--- config.mk ---
export PLATFORM = sky130hd
export DESIGN_NAME = pms_top
export DESIGN_NICKNAME = d
export VERILOG_FILES = /design/src/design/pms_pkg.sv /design/src/design/pms_req_if.sv /design/src/design/pms_core.sv /design/src/design/pms_top.sv
export SDC_FILE = /design/constraint.sdc
export NUM_CORES = 1
export LEC_CHECK = 0
export BUFFER_PORTS_ARGS = -buffer_cell sky130_fd_sc_hd__buf_4
export CELL_PAD_IN_SITES_DETAIL_PLACEMENT = 1
export CELL_PAD_IN_SITES_GLOBAL_PLACEMENT = 1
export CORE_ASPECT_RATIO = 1.25
export CORE_MARGIN = 1.5
export CORE_UTILIZATION = 32
export DETAILED_ROUTE_END_ITERATION = 10
export PLACE_DENSITY_LB_ADDON = 0.1
export SYNTH_ARGS = -nofsm -noshare
export SYNTH_HDL_FRONTEND = slang
export SYNTH_SLANG_ARGS = --single-unit
--- constraint.sdc ---
create_clock -name ref_clk -period 1.9 [get_ports ref_clk]
set_clock_uncertainty 0.2 [all_clocks]
set_input_delay 0.38 -clock ref_clk [delete_from_list [all_inputs] [get_ports ref_clk]]
set_output_delay 0.38 -clock ref_clk [all_outputs]
set_load 0.02 [all_outputs]
--- src/design/pms_pkg.sv ---
// Purpose: shared constants and types of the power mode sequencer
// Assumes: 32-bit APB register access, word-aligned offsets
// Notes: offsets are byte addresses
package pms_pkg;
  // register byte offsets
  localparam logic [7:0] PWR_CTRL_OFF = 8'h00; // power_control_reg
  localparam logic [7:0] OSC_CTRL_OFF = 8'h04; // internal_osc_control_reg
  localparam logic [7:0] WAKE_CFG_OFF = 8'h08;
  localparam logic [7:0] STATUS_OFF = 8'h0c;
  // power_control_reg fields
  localparam int IDLE_BIT = 0;
  localparam int STOP_BIT = 1;
  localparam int GPF_LSB = 2;
  localparam int GPF_W = 6;
  // internal_osc_control_reg fields
  localparam int SUSPEND_BIT = 5;
  localparam logic [7:0] OSC_CTRL_RST = 8'h00;
  // wake config fields
  localparam int CMP_WAKE_EN_BIT = 0;
  localparam int MCD_EN_BIT = 1;
  localparam int WDT_EN_BIT = 2;
  localparam logic [7:0] WAKE_CFG_RST = 8'h04; // watchdog enabled after reset
  localparam logic [7:0] PWR_CTRL_RST = 8'h00;
  // reset vector
  localparam logic [15:0] RESET_VECTOR = 16'h0000;
  // power modes
  typedef enum logic [1:0] {
    PMS_RUN,
    PMS_IDLE,
    PMS_STOP,
    PMS_SUSPEND
  } pms_mode_t;
endpackage

--- src/design/pms_req_if.sv ---
// Purpose: mode request bundle from register file to sequencer core
// Assumes: single clock domain
// Notes: requests are one-cycle pulses
`timescale 1ns/100ps
`default_nettype none
interface pms_req_if;
  logic idle_req;
  logic stop_req;
  logic susp_req;
  logic cmp_wake_en;
  logic mcd_en;
  logic wdt_en;
  modport src (output idle_req, output stop_req, output susp_req,
    output cmp_wake_en, output mcd_en, output wdt_en);
  modport dst (input idle_req, input stop_req, input susp_req,
    input cmp_wake_en, input mcd_en, input wdt_en);
endinterface
`default_nettype wire

--- src/design/pms_core.sv ---
// Purpose: power mode state machine of the sequencer
// Assumes: wake inputs already synchronised, requests are pulses
// Notes: instruction completion is signalled by instr_done
`timescale 1ns/100ps
`default_nettype none
module pms_core (
  // clock and reset
  input wire logic clk,
  input wire logic rst_n,
  // requests
  pms_req_if.dst req,
  // events
  input wire logic instr_done,
  input wire logic irq_pend,
  input wire logic port_match,
  input wire logic cmp_low,
  input wire logic wdt_expire,
  input wire logic mcd_fault,
  // state
  output pms_pkg::pms_mode_t mode_q,
  output logic wake_pulse_q,
  output logic int_reset_q
);
  pms_pkg::pms_mode_t mode_d;
  logic pend_idle_q;
  logic pend_stop_q;
  logic pend_susp_q;
  logic idle_wake;
  logic susp_wake;
  logic wdt_rst;
  logic mcd_rst;

  // wake and termination events per mode
  assign idle_wake = (mode_q == pms_pkg::PMS_IDLE) && irq_pend;
  assign wdt_rst = (mode_q != pms_pkg::PMS_STOP) && req.wdt_en && wdt_expire;
  assign mcd_rst = req.mcd_en && mcd_fault;
  assign susp_wake = (mode_q == pms_pkg::PMS_SUSPEND) &&
    (port_match || (req.cmp_wake_en && cmp_low));

  // next mode; stop ends only by reset
  always_comb begin
    mode_d = mode_q;
    case (mode_q)
      pms_pkg::PMS_RUN: begin
        if (instr_done) begin
          if (pend_stop_q || req.stop_req) begin
            mode_d = pms_pkg::PMS_STOP;
          end else if (pend_idle_q || req.idle_req) begin
            mode_d = pms_pkg::PMS_IDLE;
          end else if (pend_susp_q || req.susp_req) begin
            mode_d = pms_pkg::PMS_SUSPEND;
          end
        end
      end
      pms_pkg::PMS_IDLE: begin
        if (idle_wake) begin
          mode_d = pms_pkg::PMS_RUN;
        end
      end
      pms_pkg::PMS_STOP: begin
        mode_d = pms_pkg::PMS_STOP;
      end
      pms_pkg::PMS_SUSPEND: begin
        if (susp_wake) begin
          mode_d = pms_pkg::PMS_RUN;
        end
      end
      default: begin
        mode_d = pms_pkg::PMS_RUN;
      end
    endcase
  end

  // mode register and pending requests; internal reset returns to run
  always_ff @(posedge clk or negedge rst_n) begin
    if (!rst_n) begin
      mode_q <= pms_pkg::PMS_RUN;
      pend_idle_q <= 1'b0;
      pend_stop_q <= 1'b0;
      pend_susp_q <= 1'b0;
      wake_pulse_q <= 1'b0;
      int_reset_q <= 1'b0;
    end else begin
      int_reset_q <= wdt_rst || mcd_rst;
      wake_pulse_q <= idle_wake || susp_wake;
      if (wdt_rst || mcd_rst) begin
        mode_q <= pms_pkg::PMS_RUN;
        pend_idle_q <= 1'b0;
        pend_stop_q <= 1'b0;
        pend_susp_q <= 1'b0;
      end else begin
        mode_q <= mode_d;
        if (mode_q == pms_pkg::PMS_RUN && instr_done) begin
          pend_idle_q <= 1'b0;
          pend_stop_q <= 1'b0;
          pend_susp_q <= 1'b0;
        end else begin
          pend_idle_q <= pend_idle_q || req.idle_req;
          pend_stop_q <= pend_stop_q || req.stop_req;
          pend_susp_q <= pend_susp_q || req.susp_req;
        end
      end
    end
  end
endmodule
`default_nettype wire

--- src/design/pms_top.sv ---
// Purpose: power mode sequencer with APB register access
// Assumes: 100 MHz ref_clk; wake and fault inputs come from other domains
// Notes: idle and stop select bits read back as zero
//
// The APB interface to the registers and the placing of the registers were left to the implementer.
`timescale 1ns/100ps
`default_nettype none
module pms_top (
  // clock and reset
  input wire logic ref_clk,
  input wire logic rst_n,
  // apb slave
  input wire logic psel,
  input wire logic penable,
  input wire logic pwrite,
  input wire logic [7:0] paddr,
  input wire logic [31:0] pwdata,
  input wire logic [3:0] pstrb,
  output logic [31:0] prdata,
  output logic pready,
  output logic pslverr,
  // cpu side
  input wire logic instr_done,
  input wire logic irq_pend,
  output logic cpu_halt,
  output logic cpu_wake,
  output logic cpu_reset_req,
  output logic [15:0] fetch_vector,
  // clock gates
  output logic int_osc_en,
  output logic periph_clk_en,
  output logic ext_osc_hold,
  output logic mcd_run,
  output logic wdt_run,
  // wake and fault sources from other domains
  input wire logic port_match,
  input wire logic cmp_low,
  input wire logic wdt_expire,
  input wire logic mcd_fault
);
  logic rst_s1_q;
  logic rst_sync_n;
  logic [3:0] sync1_q;
  logic [3:0] sync2_q;
  logic [pms_pkg::GPF_W-1:0] gpf_q;
  logic [7:0] osc_ctrl_q;
  logic [7:0] wake_cfg_q;
  logic idle_req_q;
  logic stop_req_q;
  logic susp_req_q;
  pms_pkg::pms_mode_t mode;
  logic wake_pulse;
  logic int_reset;
  logic wr_en;
  logic rd_en;
  logic hit_pwr;
  logic hit_osc;
  logic hit_wcfg;
  logic hit_stat;
  logic mapped;
  logic [31:0] rd_mux;
  logic [7:0] pwr_rd;
  pms_req_if req_bus ();

  // reset release through two flops
  always_ff @(posedge ref_clk or negedge rst_n) begin
    if (!rst_n) begin
      rst_s1_q <= 1'b0;
      rst_sync_n <= 1'b0;
    end else begin
      rst_s1_q <= 1'b1;
      rst_sync_n <= rst_s1_q;
    end
  end

  // two-flop synchronisers for outside events
  always_ff @(posedge ref_clk or negedge rst_sync_n) begin
    if (!rst_sync_n) begin
      sync1_q <= 4'h0;
      sync2_q <= 4'h0;
    end else begin
      sync1_q <= {mcd_fault, wdt_expire, cmp_low, port_match};
      sync2_q <= sync1_q;
    end
  end

  // apb decode
  assign wr_en = psel && penable && pwrite;
  assign rd_en = psel && penable && !pwrite;
  assign hit_pwr = paddr == pms_pkg::PWR_CTRL_OFF;
  assign hit_osc = paddr == pms_pkg::OSC_CTRL_OFF;
  assign hit_wcfg = paddr == pms_pkg::WAKE_CFG_OFF;
  assign hit_stat = paddr == pms_pkg::STATUS_OFF;
  assign mapped = hit_pwr || hit_osc || hit_wcfg || hit_stat;
  assign pwr_rd = {gpf_q, 2'b00};
  assign rd_mux = hit_pwr ? {24'h000000, pwr_rd} :
    hit_osc ? {24'h000000, osc_ctrl_q} :
    hit_wcfg ? {24'h000000, wake_cfg_q} :
    hit_stat ? {30'h00000000, mode} : 32'h00000000;

  // registers; select bits are write-to-act pulses
  always_ff @(posedge ref_clk or negedge rst_sync_n) begin
    if (!rst_sync_n) begin
      gpf_q <= pms_pkg::PWR_CTRL_RST[7:2];
      osc_ctrl_q <= pms_pkg::OSC_CTRL_RST;
      wake_cfg_q <= pms_pkg::WAKE_CFG_RST;
      idle_req_q <= 1'b0;
      stop_req_q <= 1'b0;
      susp_req_q <= 1'b0;
    end else if (int_reset) begin
      gpf_q <= pms_pkg::PWR_CTRL_RST[7:2];
      osc_ctrl_q <= pms_pkg::OSC_CTRL_RST;
      wake_cfg_q <= pms_pkg::WAKE_CFG_RST;
      idle_req_q <= 1'b0;
      stop_req_q <= 1'b0;
      susp_req_q <= 1'b0;
    end else begin
      idle_req_q <= wr_en && hit_pwr && pstrb[0] && pwdata[pms_pkg::IDLE_BIT];
      stop_req_q <= wr_en && hit_pwr && pstrb[0] && pwdata[pms_pkg::STOP_BIT];
      susp_req_q <= wr_en && hit_osc && pstrb[0] && pwdata[pms_pkg::SUSPEND_BIT];
      if (wr_en && hit_pwr && pstrb[0]) begin
        gpf_q <= pwdata[7:2];
      end
      if (wr_en && hit_osc && pstrb[0]) begin
        osc_ctrl_q <= pwdata[7:0] & ~(8'h01 << pms_pkg::SUSPEND_BIT);
      end else if (wake_pulse) begin
        osc_ctrl_q <= osc_ctrl_q; // suspend flag never stored
      end
      if (wr_en && hit_wcfg && pstrb[0]) begin
        wake_cfg_q <= pwdata[7:0];
      end
    end
  end

  // request bundle to core
  assign req_bus.idle_req = idle_req_q;
  assign req_bus.stop_req = stop_req_q;
  assign req_bus.susp_req = susp_req_q;
  assign req_bus.cmp_wake_en = wake_cfg_q[pms_pkg::CMP_WAKE_EN_BIT];
  assign req_bus.mcd_en = wake_cfg_q[pms_pkg::MCD_EN_BIT];
  assign req_bus.wdt_en = wake_cfg_q[pms_pkg::WDT_EN_BIT];

  pms_core u_core (
    .clk(ref_clk),
    .rst_n(rst_sync_n),
    .req(req_bus.dst),
    .instr_done(instr_done),
    .irq_pend(irq_pend),
    .port_match(sync2_q[0]),
    .cmp_low(sync2_q[1]),
    .wdt_expire(sync2_q[2]),
    .mcd_fault(sync2_q[3]),
    .mode_q(mode),
    .wake_pulse_q(wake_pulse),
    .int_reset_q(int_reset)
  );

  // apb outputs: zero wait state, error on unmapped address
  always_ff @(posedge ref_clk or negedge rst_sync_n) begin
    if (!rst_sync_n) begin
      prdata <= 32'h00000000;
      pready <= 1'b0;
      pslverr <= 1'b0;
    end else begin
      pready <= psel && !penable;
      pslverr <= psel && !penable && !mapped;
      prdata <= (psel && !penable && !pwrite) ? rd_mux : 32'h00000000;
    end
  end

  // power gates and cpu control from mode, wake and reset pulses and wake config
  always_ff @(posedge ref_clk or negedge rst_sync_n) begin
    if (!rst_sync_n) begin
      cpu_halt <= 1'b0;
      cpu_wake <= 1'b0;
      cpu_reset_req <= 1'b0;
      fetch_vector <= pms_pkg::RESET_VECTOR;
      int_osc_en <= 1'b1;
      periph_clk_en <= 1'b1;
      ext_osc_hold <= 1'b1;
      mcd_run <= 1'b0;
      wdt_run <= 1'b0;
    end else begin
      cpu_halt <= mode != pms_pkg::PMS_RUN;
      cpu_wake <= wake_pulse;
      cpu_reset_req <= int_reset;
      fetch_vector <= pms_pkg::RESET_VECTOR;
      int_osc_en <= mode == pms_pkg::PMS_RUN || mode == pms_pkg::PMS_IDLE;
      periph_clk_en <= mode == pms_pkg::PMS_RUN || mode == pms_pkg::PMS_IDLE;
      ext_osc_hold <= 1'b1;
      mcd_run <= req_bus.mcd_en;
      wdt_run <= req_bus.wdt_en && mode != pms_pkg::PMS_STOP;
    end
  end
endmodule
`default_nettype wire

==> results.md, run 1 <==
* Initial antenna violation count at 0
* Clk pin slew, worst setup/hold paths at about 0.070 ns
* First-pass GRT wire length at roughly 8700 um
* Final RePlAce weighted congestion at 0.744
* CP top delay family: flip-flops
* Worst hold path class: flop to asynchronous set/reset pin
* Largest net degree at the start of global routing at roughly 50
* Hold Vio Cnt, Final at 0
* Setup-failing EPs final at 0
* Status: complete, no violations
* CP Capture Type: output port
* Routed Antenna Nets at 0
* Post-layout minimum cycle time at 1.57 ns
* Row count at 36
* Synth Area in Simple Gates at between 10% and 20%
* Diode count at 0
* Longest Clk Path Bufs at 2
* Fin. max-slew vios at 0
* Share of the synthesized area in the top cell type at 54.5%
* Setup Fix Bufs, Post-CTS at 0
* Most frequent cells in the layout: dfrtp_1, buf_4, conb_1, nor2_1, mux2i_1
* Synth Area in XOR/XNOR at 0%
* Final wirelength at between 5000 and 6000 um
* Critical Path RT at 1.32 ns
* Power Density at 840 nW/um^2
* Startpoint types: flop
* Tcrit/Tclk final at 82.6%
* Slowest stage cell, crit path: dfstp_2
* Die Width at 82.5 um
* Largest family of logic cells by synthesized area: buffers and inverters
* CTS Root Cell: clkbuf_8
* Max VDD drop at 0.330 mV
* Post-synthesis adder-cell area fraction at 0%
* Synth cell types at 29
* Die H at between 100 and 150 um
* Leakage power at 0.00173 uW
* P&R area growth vs syn at 26.3%
* Worst skew pair latency at between 0.3 and 0.4 ns
* Routed WL per cell at 13.4 um
* Mux contribution to synthesized area at between 10% and 20%
* Worst EP arrival at 0.99 ns
* DRC viols at 0
* Post-DP HPWL at 3600 um
* DR iter-0 viols at 49
* Util after Layout at 41.2%
* Initial Util at 32.6%
* Buf+Inv Stages, Crit Path at 1
* Post-synthesis sequential area ratio at 56.5%
* Nets@finish at 343
* FILL cells at 898
* Setup ws final at ~0.33 ns
* Via count at 1667
* Fin cells at about 390
* Vias in the first global route at 1780
* Finished layout cell area at 3190 um^2
* Placed cell count at 366
* RSZ-0062 raised after global routing: false
* FMAX at 0.637 GHz
* Core footprint at 7750 um^2
* Sequence of cells on the critical path: buf_4
* DP Worst Slack at -0.0186 ns
* Synth Warn # at 0
* I/O pin count at about 110
* Crit-path max FO at 2
* DP Area at 2910 um^2
* Drt pass-1 iters at 3
* Cts bufs inserted at 9
* Share of post-route cells with drive strength above 1 at 27.3%
* GRT Total Usage at 14.2%
* Yosys top cell by area: dfrtp_1
* CP peak stage delay at about 0.53 ns
* Max-cap viol count at 0
* Crit path kind: flop to output port
* Synthesized area per cell at between 10 and 15 um^2
* Post-Synthesis Cells at between 200 and 250
* Most common cell after layout, fill and taps aside: dfrtp_1
* Clock sinks at 57
* DR vias/cell at roughly 4.3
* Seq cells post-synth at 57
* Post-synthesis instance area at 2530 um^2
* Synth area leaders: dfrtp_1, buf_4, mux2i_1
* CTS tree: done
* Gr ovfl total at 0
* Die area at 8440 um^2
* CTS HTree Levels at 3
* Synth Area in Compound Gates at 4.70%
* Port buffer count at between 40 and 50
==> state kept, by name, indices dropped and copies added, names as in the netlist, 2 cells and up <==
signal         count
prdata             8
wake_cfg_q         8
osc_ctrl_q         7
gpf_q              6
sync1_q            4
sync2_q            4
u_core.mode_q      2
==> power breakdown <==
part	internal [uW]	total (uW)	leakage (uW)	switching (uW)
registers	1230	1230	0.000754	5.04
logic	74.2	232	0.000868	158
clock network	747	1220	0.000113	468
total	2050	2680	0.00173	631
==> cell type report <==
class,count,area (um^2),area share [%]
clock inverter,2,35.0,1.10
tap,95,119,3.72
multi-input combinational,155,896,28.1
clock buffer,14,183,5.72
inverter,3,11.3,0.353
sequential,57,1430,44.8
timing repair buffer,62,518,16.2
==> cells by family after synthesis <==
family / count (synthesis)
DFF: 57
muxes: 27
AOI/OAI and AO/OA: 19
other: 2
buffers and inverters: 52
and+or+nand+nor: 67
==> path summary, 6_finish.rpt <==
path,slack (ns),end,cells after the start,from
max in group asynchronous,0.70,sync2_q[3],1,rst_sync_n
worst min-delay path,0.06,wake_cfg_q[6],1,rst_sync_n
worst min register to register,0.06,wake_cfg_q[6],1,rst_sync_n
worst max register to register,0.33,u_core.pend_idle_q,3,wake_cfg_q[2]
min in group ref_clk,0.11,wake_cfg_q[0],3,pwdata[0]
worst max-delay path,0.33,periph_clk_en,1,periph_clk_en
==> layer usage <==
metal | up-vias | wire length, um | global-route usage [%]
li1 | 795 | - | -
met1 | 823 | 2200 | 16.7
met2 | 39 | 2730 | 23.7
met3 | 10 | 170 | 2.95
met4 | 0 | 124 | 8.08
met5 | - | 0 | 0
==> stage by stage <==
step | total power [uW] | hold WS (ns) | setup TNS [ns]
2_1_floorplan | 1460 | -0.116 | 0
3_3_place_gp | 1480 | -0.0805 | -0.0982
3_5_place_dp | 1480 | -0.0817 | -0.0186
4_1_cts | 2730 | 0.0888 | 0
5_1_grt | 2790 | 0.100 | 0
6_report | 2680 | 0.0556 | 0
==> synth_stat cells <==
library cell / instances
dfrtp_1: 55
buf_4: 42
nor2_1: 41
mux2i_1: 26
a21oi_1: 11
nor3_1: 8
clkbuf_1: 5
nand2_1: 4
inv_1: 3
nand4_2: 3
nor3b_1: 3
a2111oi_0: 2
buf_1: 2
conb_1: 2
dfstp_2: 2
nor2b_1: 2
a211oi_1: 1
a21boi_0: 1
a21o_1: 1
a22o_1: 1
a22oi_1: 1
and3_1: 1
and4_1: 1
mux2_2: 1
nand2b_1: 1
nand3_4: 1
nand4_1: 1
nor4_4: 1
o31ai_1: 1
==> what timing repair did <==
item / CTS / global route
hold buffers: 6 / 0
endpoints found under the hold margin: 13 / 0
gates resized for setup: 0 / 0
endpoints found under the setup margin: 0 / 0
(Power assumes the default switching activity.)
==> run 2: changes to the inputs <==
==> constraint.sdc (replaced) <==
create_clock -name ref_clk -period 1.4 [get_ports ref_clk]
set_clock_uncertainty 0.2 [all_clocks]
set_input_delay 0.28 -clock ref_clk [delete_from_list [all_inputs] [get_ports ref_clk]]
set_output_delay 0.28 -clock ref_clk [all_outputs]
set_load 0.02 [all_outputs]
==> results.md, run 2 (same netlist as run 1, synthesis figures left out) <==
* Status: finished, violations left
* Failing checks: setup timing
* CP peak stage delay at roughly 0.55 ns
* Hold Vio Cnt, Final at 0
* Setup TNS at -0.138 ns
* Drt pass-1 iters at 4
* Via count at 1741
* Post-DP HPWL at 3790 um
* RSZ-0062 raised after global routing: true
* Routed Antenna Nets at 0
* Longest Clk Path Bufs at 2
* Share of post-route cells with drive strength above 1 at 34.2%
* Most common cell after layout, fill and taps aside: buf_4
* Worst hold path class: input pin to flop
* FMAX at 0.681 GHz
* Power Density at 1070 nW/um^2
* CP top delay family: flip-flops
* CTS tree: done
* Diode count at 0
* Most frequent cells in the layout: buf_4, dfrtp_1, conb_1, nor2_1, mux2i_1
* Setup Fix Bufs, Post-CTS at 0
* CTS Root Cell: clkbuf_8
* Clock sinks at between 50 and 60
* I/O pin count at ~110
* Largest net degree at the start of global routing at 56
* Routed WL per cell at around 14 um
* Max-cap viol count at 0
* Sequence of cells on the critical path: buf_6
* Final RePlAce weighted congestion at 0.726
* DP Area at 3030 um^2
* Leakage power at 0.00181 uW
* GRT Total Usage at 14.6%
* DRC viols at 0
* Clk pin slew, worst setup/hold paths at approximately 0.070 ns
* Final wirelength at between 5000 and 6000 um
* Nets@finish at between 300 and 400
* Tcrit/Tclk final at 105%
* Setup-failing EPs final at 2
* Initial Util at 32.6%
* CP Capture Type: output port
* DP Worst Slack at -0.320 ns
* P&R area growth vs syn at 36.5%
* Crit path kind: flop to output port
* Setup ws final at -0.0694 ns
* Gr ovfl total at 0
* Critical Path RT at 0.92 ns
* Top Registers: prdata x8, wake_cfg_q x8, osc_ctrl_q x7
* Finished layout cell area at about 3500 um^2
* Cts bufs inserted at 9
* CTS HTree Levels at 3
* DR iter-0 viols at 83
* DR vias/cell at 4.33
* Row count at 36
* Max VDD drop at 0.375 mV
* Crit-path max FO at 2
* Startpoint types: flop
* Worst EP arrival at 0.99 ns
* Port buffer count at 44
* Vias in the first global route at between 1500 and 2000
* Slowest stage cell, crit path: dfstp_2
* Core footprint at between 7000 and 8000 um^2
* Initial antenna violation count at 0
* Post-layout minimum cycle time at 1.47 ns
* Worst skew pair latency at 0.33 ns
* Util after Layout at approximately 45%
* Buf+Inv Stages, Crit Path at 1
* Fin. max-slew vios at 0
* Die area at 8440 um^2
* First-pass GRT wire length at 8820 um
* Die H at around 100 um
* Tot Pwr at 3680 uW
* Die Width at 82.5 um
==> run 2: layer usage <==
layer	track usage, %	wire [um]
met1	18.2	2340
met2	22.6	2860
met3	4.11	275
met4	7.95	159
met5	0	0
==> run 2: cell type report <==
cell class	instances	area, um^2
clock buffer	11	131
clock inverter	5	80.1
fill	874	4300
inverter	3	11.3
multi-input combinational	155	985
sequential	57	1430
tap	95	119
timing repair buffer	76	693
==> run 2: final timing paths <==
| path | start | slack (ns) | cells after the start | endpoint |
|---|---|---|---|---|
| min | pwdata[3] | 0.02 | 3 | osc_ctrl_q[3] |
| max reg2reg | wake_cfg_q[2] | 0.06 | 3 | u_core.mode_q[0] |
| max in group asynchronous | rst_sync_n | 0.65 | 1 | wake_cfg_q[2] |
| max | periph_clk_en | -0.07 | 1 | int_osc_en |
| min in group asynchronous | rst_sync_n | 0.05 | 1 | pready |
| min reg2reg | rst_sync_n | 0.05 | 1 | pready |
==> run 2: report_power, final <==
group	switching (uW)	leakage, uW	internal (uW)
Combinational	229	0.000962	127
Clock	649	0.0000995	1000
Sequential	7.48	0.000752	1670
Total	886	0.00181	2800
==> run 2: metrics by stage <==
stage	hold slack [ns]	std cells
final	0.0186	402
after global placement	-0.137	377
after detailed placement	-0.131	377
after floorplan	-0.216	264
after global routing	0.0176	402
after CTS	0.000438	401
==> run 2: what timing repair did <==
action / 4_1_cts / 5_1_grt
hold buffers: 8 / 0
pin swaps: 1 / 6
gates resized for setup: 3 / 20
hold endpoints to repair: 12 / 0
endpoints found under the setup margin: 8 / 15
gates cloned: 0 / 1
